$ cat config.mk
export PLATFORM = sky130hd
export DESIGN_NAME = twzs_exec
export DESIGN_NICKNAME = d
export VERILOG_FILES = /design/src/hdl/twzs_pkg.sv /design/src/hdl/twzs_exec.sv
export SDC_FILE = /design/constraint.sdc
export NUM_CORES = 1
export LEC_CHECK = 0
export ABC_AREA = 1
export ABC_CLOCK_PERIOD_IN_PS = 1800
export BUFFER_PORTS_ARGS = -buffer_cell sky130_fd_sc_hd__clkbuf_2
export CORE_MARGIN = 10
export CORE_UTILIZATION = 33
export CTS_CLUSTER_SIZE = 28
export DETAILED_ROUTE_END_ITERATION = 12
export HOLD_SLACK_MARGIN = 0.15
export PLACE_DENSITY = 0.64
export SLEW_MARGIN = 20
export SYNTH_ARGS = -nofsm -noshare
export SYNTH_HDL_FRONTEND = slang
export SYNTH_SLANG_ARGS = --single-unit
$ cat constraint.sdc
create_clock -name i_ref_clk -period 1.8 [get_ports i_ref_clk]
set_input_delay 0.36 -clock i_ref_clk [delete_from_list [all_inputs] [get_ports i_ref_clk]]
set_output_delay 0.36 -clock i_ref_clk [all_outputs]
set_load 0.01 [all_outputs]
$ cat src/hdl/twzs_pkg.sv
// Constants and types for the table-write and test-skip-zero executor.
// Assumes a core that issues one instruction word per four-phase cycle.
package twzs_pkg;

   // Clock and phase timing
   localparam int unsigned   CLK_PERIOD_NS  = 20;
   localparam int unsigned   PHASES_PER_CYC = 4;
   localparam logic [1:0]    PH_Q1          = 2'h0;
   localparam logic [1:0]    PH_Q2          = 2'h1;
   localparam logic [1:0]    PH_Q3          = 2'h2;
   localparam logic [1:0]    PH_Q4          = 2'h3;

   // Widths
   localparam int unsigned   TPTR_W  = 21;
   localparam int unsigned   HOLD_N  = 8;
   localparam int unsigned   HIDX_W  = 3;
   localparam int unsigned   DADDR_W = 12;
   localparam int unsigned   BANK_W  = 4;

   // Table-write encoding: 0000 0000 0000 11nn
   localparam logic [13:0]   TW_OPC_HI   = 14'h0003;
   // Test-skip-zero encoding: 0110 011a ffff ffff
   localparam logic [6:0]    TST_OPC_HI  = 7'h33;
   localparam int unsigned   TST_A_BIT   = 8;

   // Access bank split and indexed window limit
   localparam logic [7:0]    ACC_SPLIT   = 8'h60;
   localparam logic [7:0]    IDX_LIMIT   = 8'h5f;
   localparam logic [3:0]    ACC_HI_BANK = 4'hf;
   localparam logic [3:0]    ACC_LO_BANK = 4'h0;

   // Reset values
   localparam logic [20:0]   TPTR_RST  = 21'h000000;
   localparam logic [7:0]    HOLD_RST  = 8'hff;
   localparam logic [11:0]   DADDR_RST = 12'h000;

   typedef enum logic [1:0] {
      TW_NONE = 2'h0,
      TW_POST_INC = 2'h1,
      TW_POST_DEC = 2'h2,
      TW_PRE_INC = 2'h3
   } twzs_mode_type;

   typedef enum logic [5:0] {
      ST_DECODE = 6'h01,
      ST_TW1    = 6'h02,
      ST_TW2    = 6'h04,
      ST_TST    = 6'h08,
      ST_SKIP1  = 6'h10,
      ST_SKIP2  = 6'h20
   } twzs_fsm_type;

   typedef struct packed {
      twzs_fsm_type             st;
      logic [1:0]               q;
      logic [TPTR_W-1:0]        tptr;
      twzs_mode_type            mode;
      logic [7:0]               latch;
      logic [HOLD_N-1:0][7:0]   hold;
      logic [HIDX_W-1:0]        hidx;
      logic                     hwe;
      logic [DADDR_W-1:0]       daddr;
      logic                     drd;
      logic                     zero;
      logic                     two;
      logic                     flush;
      logic                     busy;
      logic                     done;
      logic                     stat_we;
   } twzs_state_type;

endpackage

$ cat src/hdl/twzs_exec.sv
// Executor for the table-write tail and the test-skip-if-zero instruction.
// Assumes fetch offers a word at Q1 and stalls while o_busy is high.
`timescale 1ns/1ps
`default_nettype none

module twzs_exec
   import twzs_pkg::*;
(
   input  wire logic                     i_ref_clk,
   input  wire logic                     i_reset,
   input  wire logic                     i_instr_valid,
   input  wire logic [15:0]              i_instr_word,
   input  wire logic [7:0]               i_table_latch,
   input  wire logic [7:0]               i_operand_data,
   input  wire logic [BANK_W-1:0]        i_bank_select_register,
   input  wire logic [DADDR_W-1:0]       i_index_base,
   input  wire logic                     i_ext_set_en,
   input  wire logic                     i_next_two_word,
   input  wire logic                     i_tptr_load,
   input  wire logic [TPTR_W-1:0]        i_tptr_value,
   output logic [TPTR_W-1:0]             o_table_pointer,
   output logic                          o_byte_high,
   output logic [HOLD_N*8-1:0]           o_holding,
   output logic                          o_hold_we,
   output logic [HIDX_W-1:0]             o_hold_index,
   output logic [DADDR_W-1:0]            o_data_addr,
   output logic                          o_data_rd,
   output logic                          o_flush,
   output logic                          o_busy,
   output logic                          o_done,
   output logic                          o_status_we,
   output logic [1:0]                    o_phase
);

   function automatic logic is_tw(input logic [15:0] w);
      return w[15:2] == TW_OPC_HI;
   endfunction

   function automatic logic is_tst(input logic [15:0] w);
      return w[15:9] == TST_OPC_HI;
   endfunction

   twzs_state_type st_r;
   twzs_state_type st_nxt;
   logic           take;
   logic [7:0]     f_fld;
   logic           a_bit;
   logic [TPTR_W-1:0] tptr_bit;

   assign take  = (st_r.st == ST_DECODE) && (st_r.q == PH_Q1) &&
                  i_instr_valid;
   assign f_fld = i_instr_word[7:0];
   assign a_bit = i_instr_word[TST_A_BIT];
   assign tptr_bit = {{(TPTR_W-1){1'b0}}, 1'b1};

   always_comb begin
      st_nxt = st_r;
      st_nxt.q = st_r.q + 2'h1;
      st_nxt.hwe = 1'b0;
      st_nxt.drd = 1'b0;
      st_nxt.flush = 1'b0;
      st_nxt.done = 1'b0;
      st_nxt.stat_we = 1'b0;
      case (st_r.st)
         ST_DECODE: begin
            st_nxt.busy = 1'b0;
            if (i_tptr_load) begin
               st_nxt.tptr = i_tptr_value;
            end
            if (take && is_tw(i_instr_word)) begin
               st_nxt.mode = twzs_mode_type'(i_instr_word[1:0]);
               st_nxt.st = ST_TW1;
               st_nxt.busy = 1'b1;
            end else if (take && is_tst(i_instr_word)) begin
               st_nxt.st = ST_TST;
               st_nxt.drd = 1'b1;
               if (a_bit) begin
                  st_nxt.daddr = {i_bank_select_register, f_fld};
               end else if (i_ext_set_en && (f_fld <= IDX_LIMIT)) begin
                  st_nxt.daddr = DADDR_W'(i_index_base + {4'h0, f_fld});
               end else if (f_fld < ACC_SPLIT) begin
                  st_nxt.daddr = {ACC_LO_BANK, f_fld};
               end else begin
                  st_nxt.daddr = {ACC_HI_BANK, f_fld};
               end
            end else if (take) begin
               st_nxt.done = 1'b1;
            end
         end
         ST_TW1: begin
            if (st_r.q == PH_Q4) begin
               if (st_r.mode == TW_PRE_INC) begin
                  st_nxt.tptr = TPTR_W'(st_r.tptr + tptr_bit);
               end
               st_nxt.st = ST_TW2;
            end
         end
         ST_TW2: begin
            // latch read in second cycle Q2
            if (st_r.q == PH_Q2) begin
               st_nxt.latch = i_table_latch;
            end
            if (st_r.q == PH_Q4) begin
               // low pointer bits pick holding register
               st_nxt.hold[st_r.tptr[HIDX_W-1:0]] = st_r.latch;
               st_nxt.hidx = st_r.tptr[HIDX_W-1:0];
               st_nxt.hwe = 1'b1;
               if (st_r.mode == TW_POST_INC) begin
                  st_nxt.tptr = TPTR_W'(st_r.tptr + tptr_bit);
               end else if (st_r.mode == TW_POST_DEC) begin
                  st_nxt.tptr = TPTR_W'(st_r.tptr - tptr_bit);
               end
               st_nxt.st = ST_DECODE;
               st_nxt.busy = 1'b0;
               st_nxt.done = 1'b1;
            end
         end
         ST_TST: begin
            if (st_r.q == PH_Q2) begin
               st_nxt.zero = (i_operand_data == 8'h00);
            end
            if (st_r.q == PH_Q4) begin
               st_nxt.two = i_next_two_word;
               if (st_r.zero) begin
                  st_nxt.flush = 1'b1;
                  st_nxt.busy = 1'b1;
                  st_nxt.st = ST_SKIP1;
               end else begin
                  st_nxt.st = ST_DECODE;
                  st_nxt.done = 1'b1;
               end
            end
         end
         ST_SKIP1: begin
            if (st_r.q == PH_Q4) begin
               if (st_r.two) begin
                  st_nxt.flush = 1'b1;
                  st_nxt.st = ST_SKIP2;
               end else begin
                  st_nxt.st = ST_DECODE;
                  st_nxt.busy = 1'b0;
                  st_nxt.done = 1'b1;
               end
            end
         end
         ST_SKIP2: begin
            if (st_r.q == PH_Q4) begin
               st_nxt.st = ST_DECODE;
               st_nxt.busy = 1'b0;
               st_nxt.done = 1'b1;
            end
         end
         default: begin
            st_nxt.st = ST_DECODE;
         end
      endcase
   end

   // Holding bytes reset erased so an early program shows untouched lanes
   always_ff @(posedge i_ref_clk) begin
      if (i_reset) begin
         st_r <= '0;
         st_r.st <= ST_DECODE;
         st_r.tptr <= TPTR_RST;
         st_r.hold <= {HOLD_N{HOLD_RST}};
         st_r.daddr <= DADDR_RST;
      end else begin
         st_r <= st_nxt;
      end
   end

   assign o_table_pointer = st_r.tptr;
   assign o_byte_high = st_r.tptr[0];
   assign o_holding = st_r.hold;
   assign o_hold_we = st_r.hwe;
   assign o_hold_index = st_r.hidx;
   assign o_data_addr = st_r.daddr;
   assign o_data_rd = st_r.drd;
   assign o_flush = st_r.flush;
   assign o_busy = st_r.busy;
   assign o_done = st_r.done;
   assign o_status_we = st_r.stat_we;
   assign o_phase = st_r.q;
endmodule // twzs_exec

`default_nettype wire

==> impl_results.md, run 1 <==
* Status: finished clean
* 1st-iter DRT viols at 627
* Vias per inst at 4.898
* F_max at 583.9 MHz
* Largest stage delay, worst path at 0.35 ns
* Die area at 29,390 µm²
* Commonest cells in the netlist: nand2_1, dfxtp_1, nor2_1, buf_4, inv_1
* Design area at 9056 µm²
* Multi-input logic area at 3834 µm²
* Initial antenna violation count at 1
* Final critical-path share of the clock period at 95.15%
* Filler cells at 2,372
* Area Overhead vs Synth at 19.66%
* Worst-path clk slew at 0.07 ns
* First-pass GRT wire length at 37,730 µm
* Yosys reg bits at 125
* Detail Placement HPWL at 17,990 µm
* Max-cap viol count at 0
* CP endpoint kind: flop
* Hold Violations, Final at 0
* Post-route ant nets at 0
* Die W at 171.4 µm
* Reg area at 2516 µm²
* Sequential fraction of the synthesis area at 33.06%
* Grt total ovfl at 0
* CTS Sinks at 125
* Num CTS Buffers at 17
* Syn. warnings at 0
* Synth Area per Inst at 6.849 µm²
* Total Wirelength at 24,220 µm
* Largest net degree at the start of global routing at 104
* Synth Flop Type: dfxtp_1
* Synth Instances at 1,105
* # DRC at 0
* Share of layout cells above drive strength 1 at 26.66%
* CTS tree: done
* H-tree Lvls at 4
* Pwr dens at 1128 nW/µm²
* Fin nets at 1,301
* Synth cell types at 39
* Req. time, crit path at 2.14 ns
* Final setup viols at 0
* Row count at 55
* Initial Util at 33.53%
* Yosys top cell area share at 33.06%
* Layout Utilization at 40.12%
* Vias post-DR at 7,391
* DR WL/cell at 16.05 µm
* Hold_buf cts at 0
* CTS root buffer: clkbuf_16
* Ports at 184
* Core area at 22,570 µm²
* Crit Path Class: reg -> reg
* DIE HEIGHT at 171.4 µm
* Unrepaired setup endpoints after global routing: yes
* Post-synth top area cell: dfxtp_1
* Worst Path Arrival at 2.05 ns
* Worst-Skew Late Latency at 0.42 ns
* CP bufs+invs at 3
* Critical path peak fanout at 15
* Synth Cell Area at 7569 µm²
* Vias in the first global route at 7,247
* Crit path max-delay cell type: dfxtp_1
* Lkg Pwr at 4.409 nW
* Worst Hold Class: in -> reg
* Pre-antenna DRT Iters at 5
* Fin. max-slew vios at 0
* R2r setup slk at 0.09 ns
* Area contributors post-synth: dfxtp_1, nand2_1, buf_4
* Ys async rst share at 0%
* Syn_nets at 1,196
* Crit start category: flop
* Placed instance area at 8249 µm²
* IO Port Bufs at 182
* Critical path cell sequence: inv_1, nand2_1, nor3_4, nand3_4, nand3_1, nand2_2, inv_4, clkbuf_16, o21ai_1, a21oi_1
* Minimum clock period at 1.713 ns
* Routability cong. at 0.9246
* Clock Path Buffers at 2
* Peak VDD IR at 0.0005831 V
* EDFF count, synth at 0
* Cell family with the largest share of critical-path delay: simple AND/OR/NAND/NOR gates
* Final clock skew at 0.01411 ns
* GR Util All Layers at 16.03%
* Most frequent cell after synthesis: nand2_1
-- placed cells by master, fill, tap and decap left out, types with 5 or more instances in the layout --
cell and count:
nor3_1 10, nor2_2 6, dfxtp_1 114, ha_1 14
nor2_1 112, o21ai_1 34, nand2_1 245, nand3b_1 5
or2_2 5, o21ai_0 32, nor2_4 5, clkbuf_2 182
nand4_1 17, nand2_2 5, inv_2 9, inv_1 76
dfxtp_2 11, xor2_1 14, buf_4 47, clkinv_1 9
a21oi_1 68, nand3_1 66, clkbuf_16 19, o211ai_1 66
-- metal layers --
| metal | routed length, µm | share of wire [%] | track usage [%] | vias to the layer above |
|---|---|---|---|---|
| met5 | 0 | 0 | 0 | - |
| met4 | 434 | 1.8 | 4.575 | 0 |
| met3 | 2074 | 8.6 | 5.432 | 31 |
| met2 | 11330 | 47 | 26.27 | 243 |
| met1 | 10380 | 43 | 19.47 | 3358 |
| li1 | - | - | - | 3759 |
-- logic make-up after synthesis --
| family | Yosys count | share of synthesized area (%) |
|---|---|---|
| other cells | 1 | 0.04955 |
| xor+xnor | 16 | 1.852 |
| flops | 125 | 33.06 |
| buf+inv | 246 | 17.67 |
| fa+ha+maj | 16 | 2.744 |
| compound gates | 209 | 16.23 |
| simple gates | 492 | 28.38 |
-- layout make-up --
type	instances	area share, %
Sequential cell	125	27.78
Timing Repair Buffer	234	15.17
Clock inverter	15	1.879
Multi-Input combinational cell	734	42.33
Inverter	98	4.172
Tap cell	285	3.938
Clock buffer	17	4.697
Antenna cell	1	0.02763
-- metrics by stage --
stage | std cells | TNS [ns] | hold slack (ns) | total power [mW] | setup WS [ns]
2_1_floorplan | 1105 | 0 | 0.4447 | 5.556 | 0.02312
3_3_place_gp | 1470 | -0.03290 | 0.4541 | 6.434 | -0.01645
3_5_place_dp | 1470 | -0.2079 | 0.4575 | 6.468 | -0.08663
4_1_cts | 1502 | 0 | 0.1882 | 9.902 | 0.008960
5_1_grt | 1508 | -0.1361 | 0.2082 | 10.85 | -0.02791
6_report | 1509 | 0 | 0.1993 | 10.21 | 0.08735
-- repair_timing --
item | 4_1_cts | 5_1_grt
endpoints found under the setup margin | 0 | 89
endpoints found under the hold margin | 0 | 0
buffers inserted | 0 | 4
gates resized for setup | 0 | 42
-- power by group --
group	internal [mW]	switching, mW
Clock	1.86	1.55
Combinational	1.34	2.09
Sequential	2.99	0.392
Total	6.19	4.03
-- path summary, 6_finish.rpt --
kind	startpoint	endpoint	cells after the start
max reg2reg	st_r[121]$_SDFFE_PP0P_	o_table_pointer[13]$_SDFFE_PP0P_	10
max	st_r[121]$_SDFFE_PP0P_	o_table_pointer[13]$_SDFFE_PP0P_	10
min	i_next_two_word	st_r[4]$_SDFFE_PP0P_	3
min reg2reg	o_busy$_SDFFE_PP0P_	o_busy$_SDFFE_PP0P_	2
-- tightest hold or removal path: cells and delay by family --
family	cells	cell delay (ns)
buffers and inverters	1	0.08
AOI/OAI and AO/OA	1	0.06
and+or+nand+nor	1	0.07
Note: power is estimated with default switching activity, not from simulation.
==> run 2: changes to the inputs <==
Settings changed: ABC_AREA 1 to default.
==> run 2 against run 1 <==
The flow now finishes with violations (setup timing); flip-flop and latch count unchanged; sequential power shrank 16%; via count fell by 1.3%; area after synthesis decreased by 3.1%; die area fell by 2.7%; worst hold slack worse by 0.031 ns.
==> impl_results.md, run 2 <==
* Status: finished with violations
* Failing checks: setup timing
* Crit path max-delay cell type: or4_4
* Grt met3 use at 5.906%
* F_max at 516.6 MHz
* Area Overhead vs Synth at 37.73%
* Initial Util at 33.61%
* Core area at 21,820 µm²
* Top Usage Layer GRT: met2
* Setup WS pre-CTS at -0.3552 ns
* Synth cell types at 71
* Routability cong. at 0.9034
* Vias post-DR at 7,294
* Met2 Use GR at 25.53%
* Ys async rst share at 0%
* Die area at 28,590 µm²
* Multi-input logic area at 4190 µm²
* Critical path peak fanout at 3
* Vias per inst at 5.169
* Initial antenna violation count at 1
* Hold Violations, Final at 0
* Sequential fraction of the synthesis area at 34.11%
* CTS tree: done
* Hold_buf cts at 0
* Minimum clock period at 1.936 ns
* Worst-Skew Late Latency at 0.43 ns
* Most common cell after layout, fill and taps aside: clkbuf_2
* # DRC at 0
* Area contributors post-synth: dfxtp_1, buf_4, nand2_1
* Final critical-path share of the clock period at 107.5%
* Syn. warnings at 0
* CP endpoint kind: flop
* Share of layout cells above drive strength 1 at 43.24%
* Worst-path clk slew at 0.07 ns
* Reg area at 2541 µm²
* Row count at 54
* Filler cells at 2,087
* CTS Sinks at 125
* Total Wirelength at 24,970 µm
* Critical path cell sequence: or3_4, or4_4, nor2_4, xnor2_1, o2111a_1, nor3b_2
* Ports at 184
* Crit start category: flop
* Antenna diodes at 0
* Hold WS at 0.1681 ns
* Req. time, crit path at 2.14 ns
* FF-to-FF End: o_table_pointer[16]$_SDFFE_PP0P_
* Worst Path Arrival at 2.28 ns
* CP startpoint: o_table_pointer[10]$_SDFFE_PP0P_
* Synth Flop Type: dfxtp_1
* Pwr dens at 732.0 nW/µm²
* H-tree Lvls at 4
* 1st-iter DRT viols at 574
* Post-route ant nets at 0
* Crit Path Class: reg -> reg
* Hold depth at 3
* Lkg Pwr at 4.403 nW
* Hold Path End: st_r[4]$_SDFFE_PP0P_
* Clock Path Buffers at 2
* First-pass GRT wire length at 37,950 µm
* Synth Instances at 918
* R2R cell count at 6
* Synth Area per Inst at 7.991 µm²
* Post-synth top area cell: dfxtp_1
* Final clock skew at 0.01284 ns
* Synth Cell Area at 7336 µm²
* Largest stage delay, worst path at 0.49 ns
* Layout Utilization at 46.30%
* Most frequent cell after synthesis: nand2_1
* Die W at 169.1 µm
* Grt total ovfl at 0
* R2R Path Start: o_table_pointer[10]$_SDFFE_PP0P_
* Largest net degree at the start of global routing at 71
* Tot Pwr at 7.396 mW
* Peak VDD IR at 0.0003585 V
* Commonest cells in the netlist: nand2_1, dfxtp_1, buf_4, nand3_1, nor2_1
* R2r setup slk at -0.14 ns
* Pre-antenna DRT Iters at 5
* IO Port Bufs at 182
* DR WL/cell at 17.70 µm
* Detail Placement HPWL at 18,080 µm
* Unrepaired setup endpoints after global routing: yes
* Hold Crit Start: i_next_two_word
* Fin. max-slew vios at 0
* CTS root buffer: clkbuf_16
* Yosys reg bits at 125
* EDFF count, synth at 0
* Num CTS Buffers at 17
* Most frequent cells in the layout: clkbuf_2, nand2_1, buf_4, dfxtp_1, nand3_1
* GR Util All Layers at 16.26%
* Yosys top cell area share at 34.11%
* Final worst setup slack at -0.1358 ns
* Final setup viols at 25
* Worst Hold Class: in -> reg
* Syn_nets at 1,009
* Max-cap viol count at 0
* Vias in the first global route at 7,045
* Fin nets at 1,209
* DIE HEIGHT at 169.1 µm
* Met1 Usage GRT at 20.21%
==> run 2: critical path: cells and delay by family, from the launching register on <==
kind	cells	cell delay (ns)
AO/OA/AOI/OAI	1	0.25
XOR/XNOR	1	0.09
flip-flops	1	0.32
AND/OR/NAND/NOR	4	1.19
==> run 2: kinds of logic after synthesis <==
group	synth area share (%)
AND/OR/NAND/NOR	25.82
buffers and inverters	14.87
AO/OA/AOI/OAI	14.58
flip-flops	34.11
multiplexers	5.458
XOR/XNOR	2.268
adder cells (fa/ha/maj)	2.831
other	0.05112
==> run 2: how the worst max path moves through the flow <==
stage / to / cells past startpoint
6_report: o_table_pointer[16]$_SDFFE_PP0P_ / 6
5_1_grt: st_r[125]$_SDFFE_PP0P_ / 7
4_1_cts: o_table_pointer[16]$_SDFFE_PP0P_ / 6
3_5_place_dp: o_data_addr[6]$_SDFFE_PP0P_ / 9
3_3_place_gp: o_data_addr[6]$_SDFFE_PP0P_ / 9
2_1_floorplan: o_data_addr[8]$_SDFFE_PP0P_ / 8
==> run 2: power by group <==
group | switching (mW) | internal, mW
Combinational | 0.540 | 0.464
Clock | 1.46 | 2.09
Sequential | 0.0452 | 2.80
Total | 2.04 | 5.35
==> run 2: layout make-up <==
cell class              instances  area share [%]
inverters                      13          0.4830
repair buffers                345           23.49
flip-flops and latches        125           25.15
clock inverters                15           1.721
well taps                     280           3.468
clock buffers                  17           4.211
multi-input cells             616           41.47
==> run 2: stage by stage <==
step	cells	cell area [µm²]	setup TNS, ns
4_1_cts	1396	9608	-0.8318
5_1_grt	1411	10100	-5.639
3_5_place_dp	1356	8807	-7.735
3_3_place_gp	1356	8807	-6.202
2_1_floorplan	918	7451	-2.346
6_report	1411	10100	-0.9589
==> run 2: per-layer routing <==
layer | vias to the layer above | share of wire [%]
met5 | - | 0
met4 | 0 | 2.0
met3 | 42 | 9.2
met2 | 294 | 46
met1 | 3397 | 43
li1 | 3561 | -
==> run 2: timing repair <==
item                       4_1_cts  5_1_grt
setup endpoints to repair       59      114
setup buffers                    8       10
pin swaps                       26       39
gates resized for setup         45       81
gates cloned                     0        7
==> run 3: changes to the inputs <==
Settings changed: BUFFER_PORTS_ARGS -buffer_cell sky130_fd_sc_hd__clkbuf_2 to -buffer_cell sky130_fd_sc_hd__buf_4.
==> run 3 against run 2 <==
The run still ends with setup timing left; via count increased by 0.80%; global-route usage increased by 0.31 points; critical endpoint is now o_table_pointer[20]$_SDFFE_PP0P_; clock power down 7.0%.
==> impl_results.md, run 3 (synthesis results as in run 2) <==
* H-tree Lvls at 4
* Hold Violations, Final at 0
* Area Overhead vs Synth at 45.91%
* Post-route ant nets at 0
* Crit path max-delay cell type: or4_4
* Req. time, crit path at 2.12 ns
* Largest net degree at the start of global routing at 65
* Worst-Skew Late Latency at 0.42 ns
* Peak VDD IR at 0.0004579 V
* Vias post-DR at 7,352
* Initial antenna violation count at 0
* Share of layout cells above drive strength 1 at 44.79%
* Lkg Pwr at 4.538 nW
* Die area at 28,590 µm²
* Num CTS Buffers at 17
* Pint at 5.162 mW
* Minimum clock period at 1.942 ns
* Most frequent cells in the layout: buf_4, nand2_1, dfxtp_1, nand3_1, nor2_1
* Grt total ovfl at 0
* Crit Path Class: reg -> reg
* Switching portion of total power at 28.55%
* IO Port Bufs at 182
* Clock power share at 45.7%
* Fin Setup TNS at -0.9490 ns
* Pre-antenna DRT Iters at 7
* R2R Path Start: o_table_pointer[9]$_SDFFE_PP0P_
* DR WL/cell at 18.04 µm
* F_max at 515.0 MHz
* Total Wirelength at 25,630 µm
* Final setup viols at 27
* Reg area at 2536 µm²
* Gate power share at 14.9%
* Hold_buf cts at 0
* 1st-iter DRT viols at 548
* Final critical-path share of the clock period at 107.9%
* Row count at 54
* CP startpoint: o_table_pointer[9]$_SDFFE_PP0P_
* Routability cong. at 0.9048
* Pwr dens at 674.9 nW/µm²
* P_sw at 2.062 mW
* Fin. max-slew vios at 0
* Clock Path Buffers at 2
* DIE HEIGHT at 169.1 µm
* Layout Utilization at 49.05%
* CTS Sinks at 125
* CP endpoint kind: flop
* Critical path cell sequence: nor4_4, buf_4, buf_6, nand4_1, or4_4, nor3_4, a221oi_2, o32ai_1
* Hold Crit Start: i_next_two_word
* Failing checks: setup timing
* Unrepaired setup endpoints after global routing: yes
* Fin nets at 1,219
* Critical path peak fanout at 2
* Worst Path Arrival at 2.26 ns
* Ports at 184
* Status: finished with violations
* Detail Placement HPWL at 18,550 µm
* Final clock skew at 0.009049 ns
* Most common cell after layout, fill and taps aside: buf_4
* GR Util All Layers at 16.57%
* Worst Hold Class: in -> reg
* Final worst setup slack at -0.1418 ns
* CTS root buffer: clkbuf_16
* Initial Util at 33.61%
* Multi-input logic area at 4270 µm²
* Filler cells at 2,051
* CTS tree: done
* Reg power frac at 39.4%
* Vias per inst at 5.174
* Worst-path clk slew at 0.06 ns
* Placed instance area at 9288 µm²
* Crit start category: flop
* First-pass GRT wire length at 38,680 µm
* Vias in the first global route at 7,216
* Max-cap viol count at 0
* Largest stage delay, worst path at 0.48 ns
* Design area at 10,700 µm²
* # DRC at 0
* Die W at 169.1 µm
* Core area at 21,820 µm²
* Antenna diodes at 0
run 3: changes by cell type in the layout (fill, tap and decap cells not counted), moves of 5 or more:
| cell | before | now |
|---|---|---|
| buf_4 | 136 | 317 |
| clkbuf_2 | 182 | 0 |
| nand2_2 | 2 | 8 |
| buf_6 | 13 | 24 |
| nand3_1 | 65 | 59 |
| nand2_1 | 147 | 142 |
run 3: per-stage QoR:
step	hold slack (ns)	total power, mW	std cells	setup WS (ns)
after floorplan	0.4322	3.423	918	-0.1250
after global placement	0.4474	3.882	1361	-0.3086
after detailed placement	0.4555	3.887	1361	-0.3652
after CTS	0.1631	7.242	1400	-0.09004
after global routing	0.1718	7.522	1421	-0.2212
final	0.1809	7.224	1421	-0.1418
run 3: per-layer routing:
metal | up-vias | GRT usage (%) | share of wire [%]
met5 | - | 0 | 0
met3 | 29 | 6.137 | 9.9
met2 | 319 | 26.35 | 47
met4 | 0 | 4.991 | 1.6
li1 | 3573 | - | -
met1 | 3431 | 20.43 | 42
run 3: final timing paths:
kind,endpoint,slack [ns],depth (start not counted)
worst min register to register,o_phase[0]$_SDFF_PP0_,0.46,1
worst max register to register,o_table_pointer[20]$_SDFFE_PP0P_,-0.14,8
worst max-delay path,o_table_pointer[20]$_SDFFE_PP0P_,-0.14,8
worst min-delay path,st_r[4]$_SDFFE_PP0P_,0.18,3
run 3: repair_timing:
action	CTS	global route
setup endpoints to repair	70	113
pin swaps	43	51
gates resized for setup	52	97
cloned	0	7
setup buffers	7	14
run 3: area by class of cell:
type,count,area share [%]
multi-input combinational,616,39.89
tap,280,3.273
clock inverter,15,1.333
sequential,125,23.69
clock buffer,17,3.974
timing repair buffer,355,27.38
inverter,13,0.4559
run 3: power groups by stage:
stage	Clock (mW)	Sequential [mW]	Combinational [mW]
2_1_floorplan	0	2.90	0.524
3_3_place_gp	0	2.90	0.980
3_5_place_dp	0	2.90	0.984
4_1_cts	3.38	2.84	1.02
5_1_grt	3.51	2.85	1.16
6_report	3.30	2.85	1.08
run 3: worst max-delay path: cells and delay by family (launching register included):
family | cells | cell delay, ns
AOI/OAI and AO/OA | 2 | 0.19
buffers and inverters | 2 | 0.26
DFF | 1 | 0.33
and+or+nand+nor | 4 | 1.04
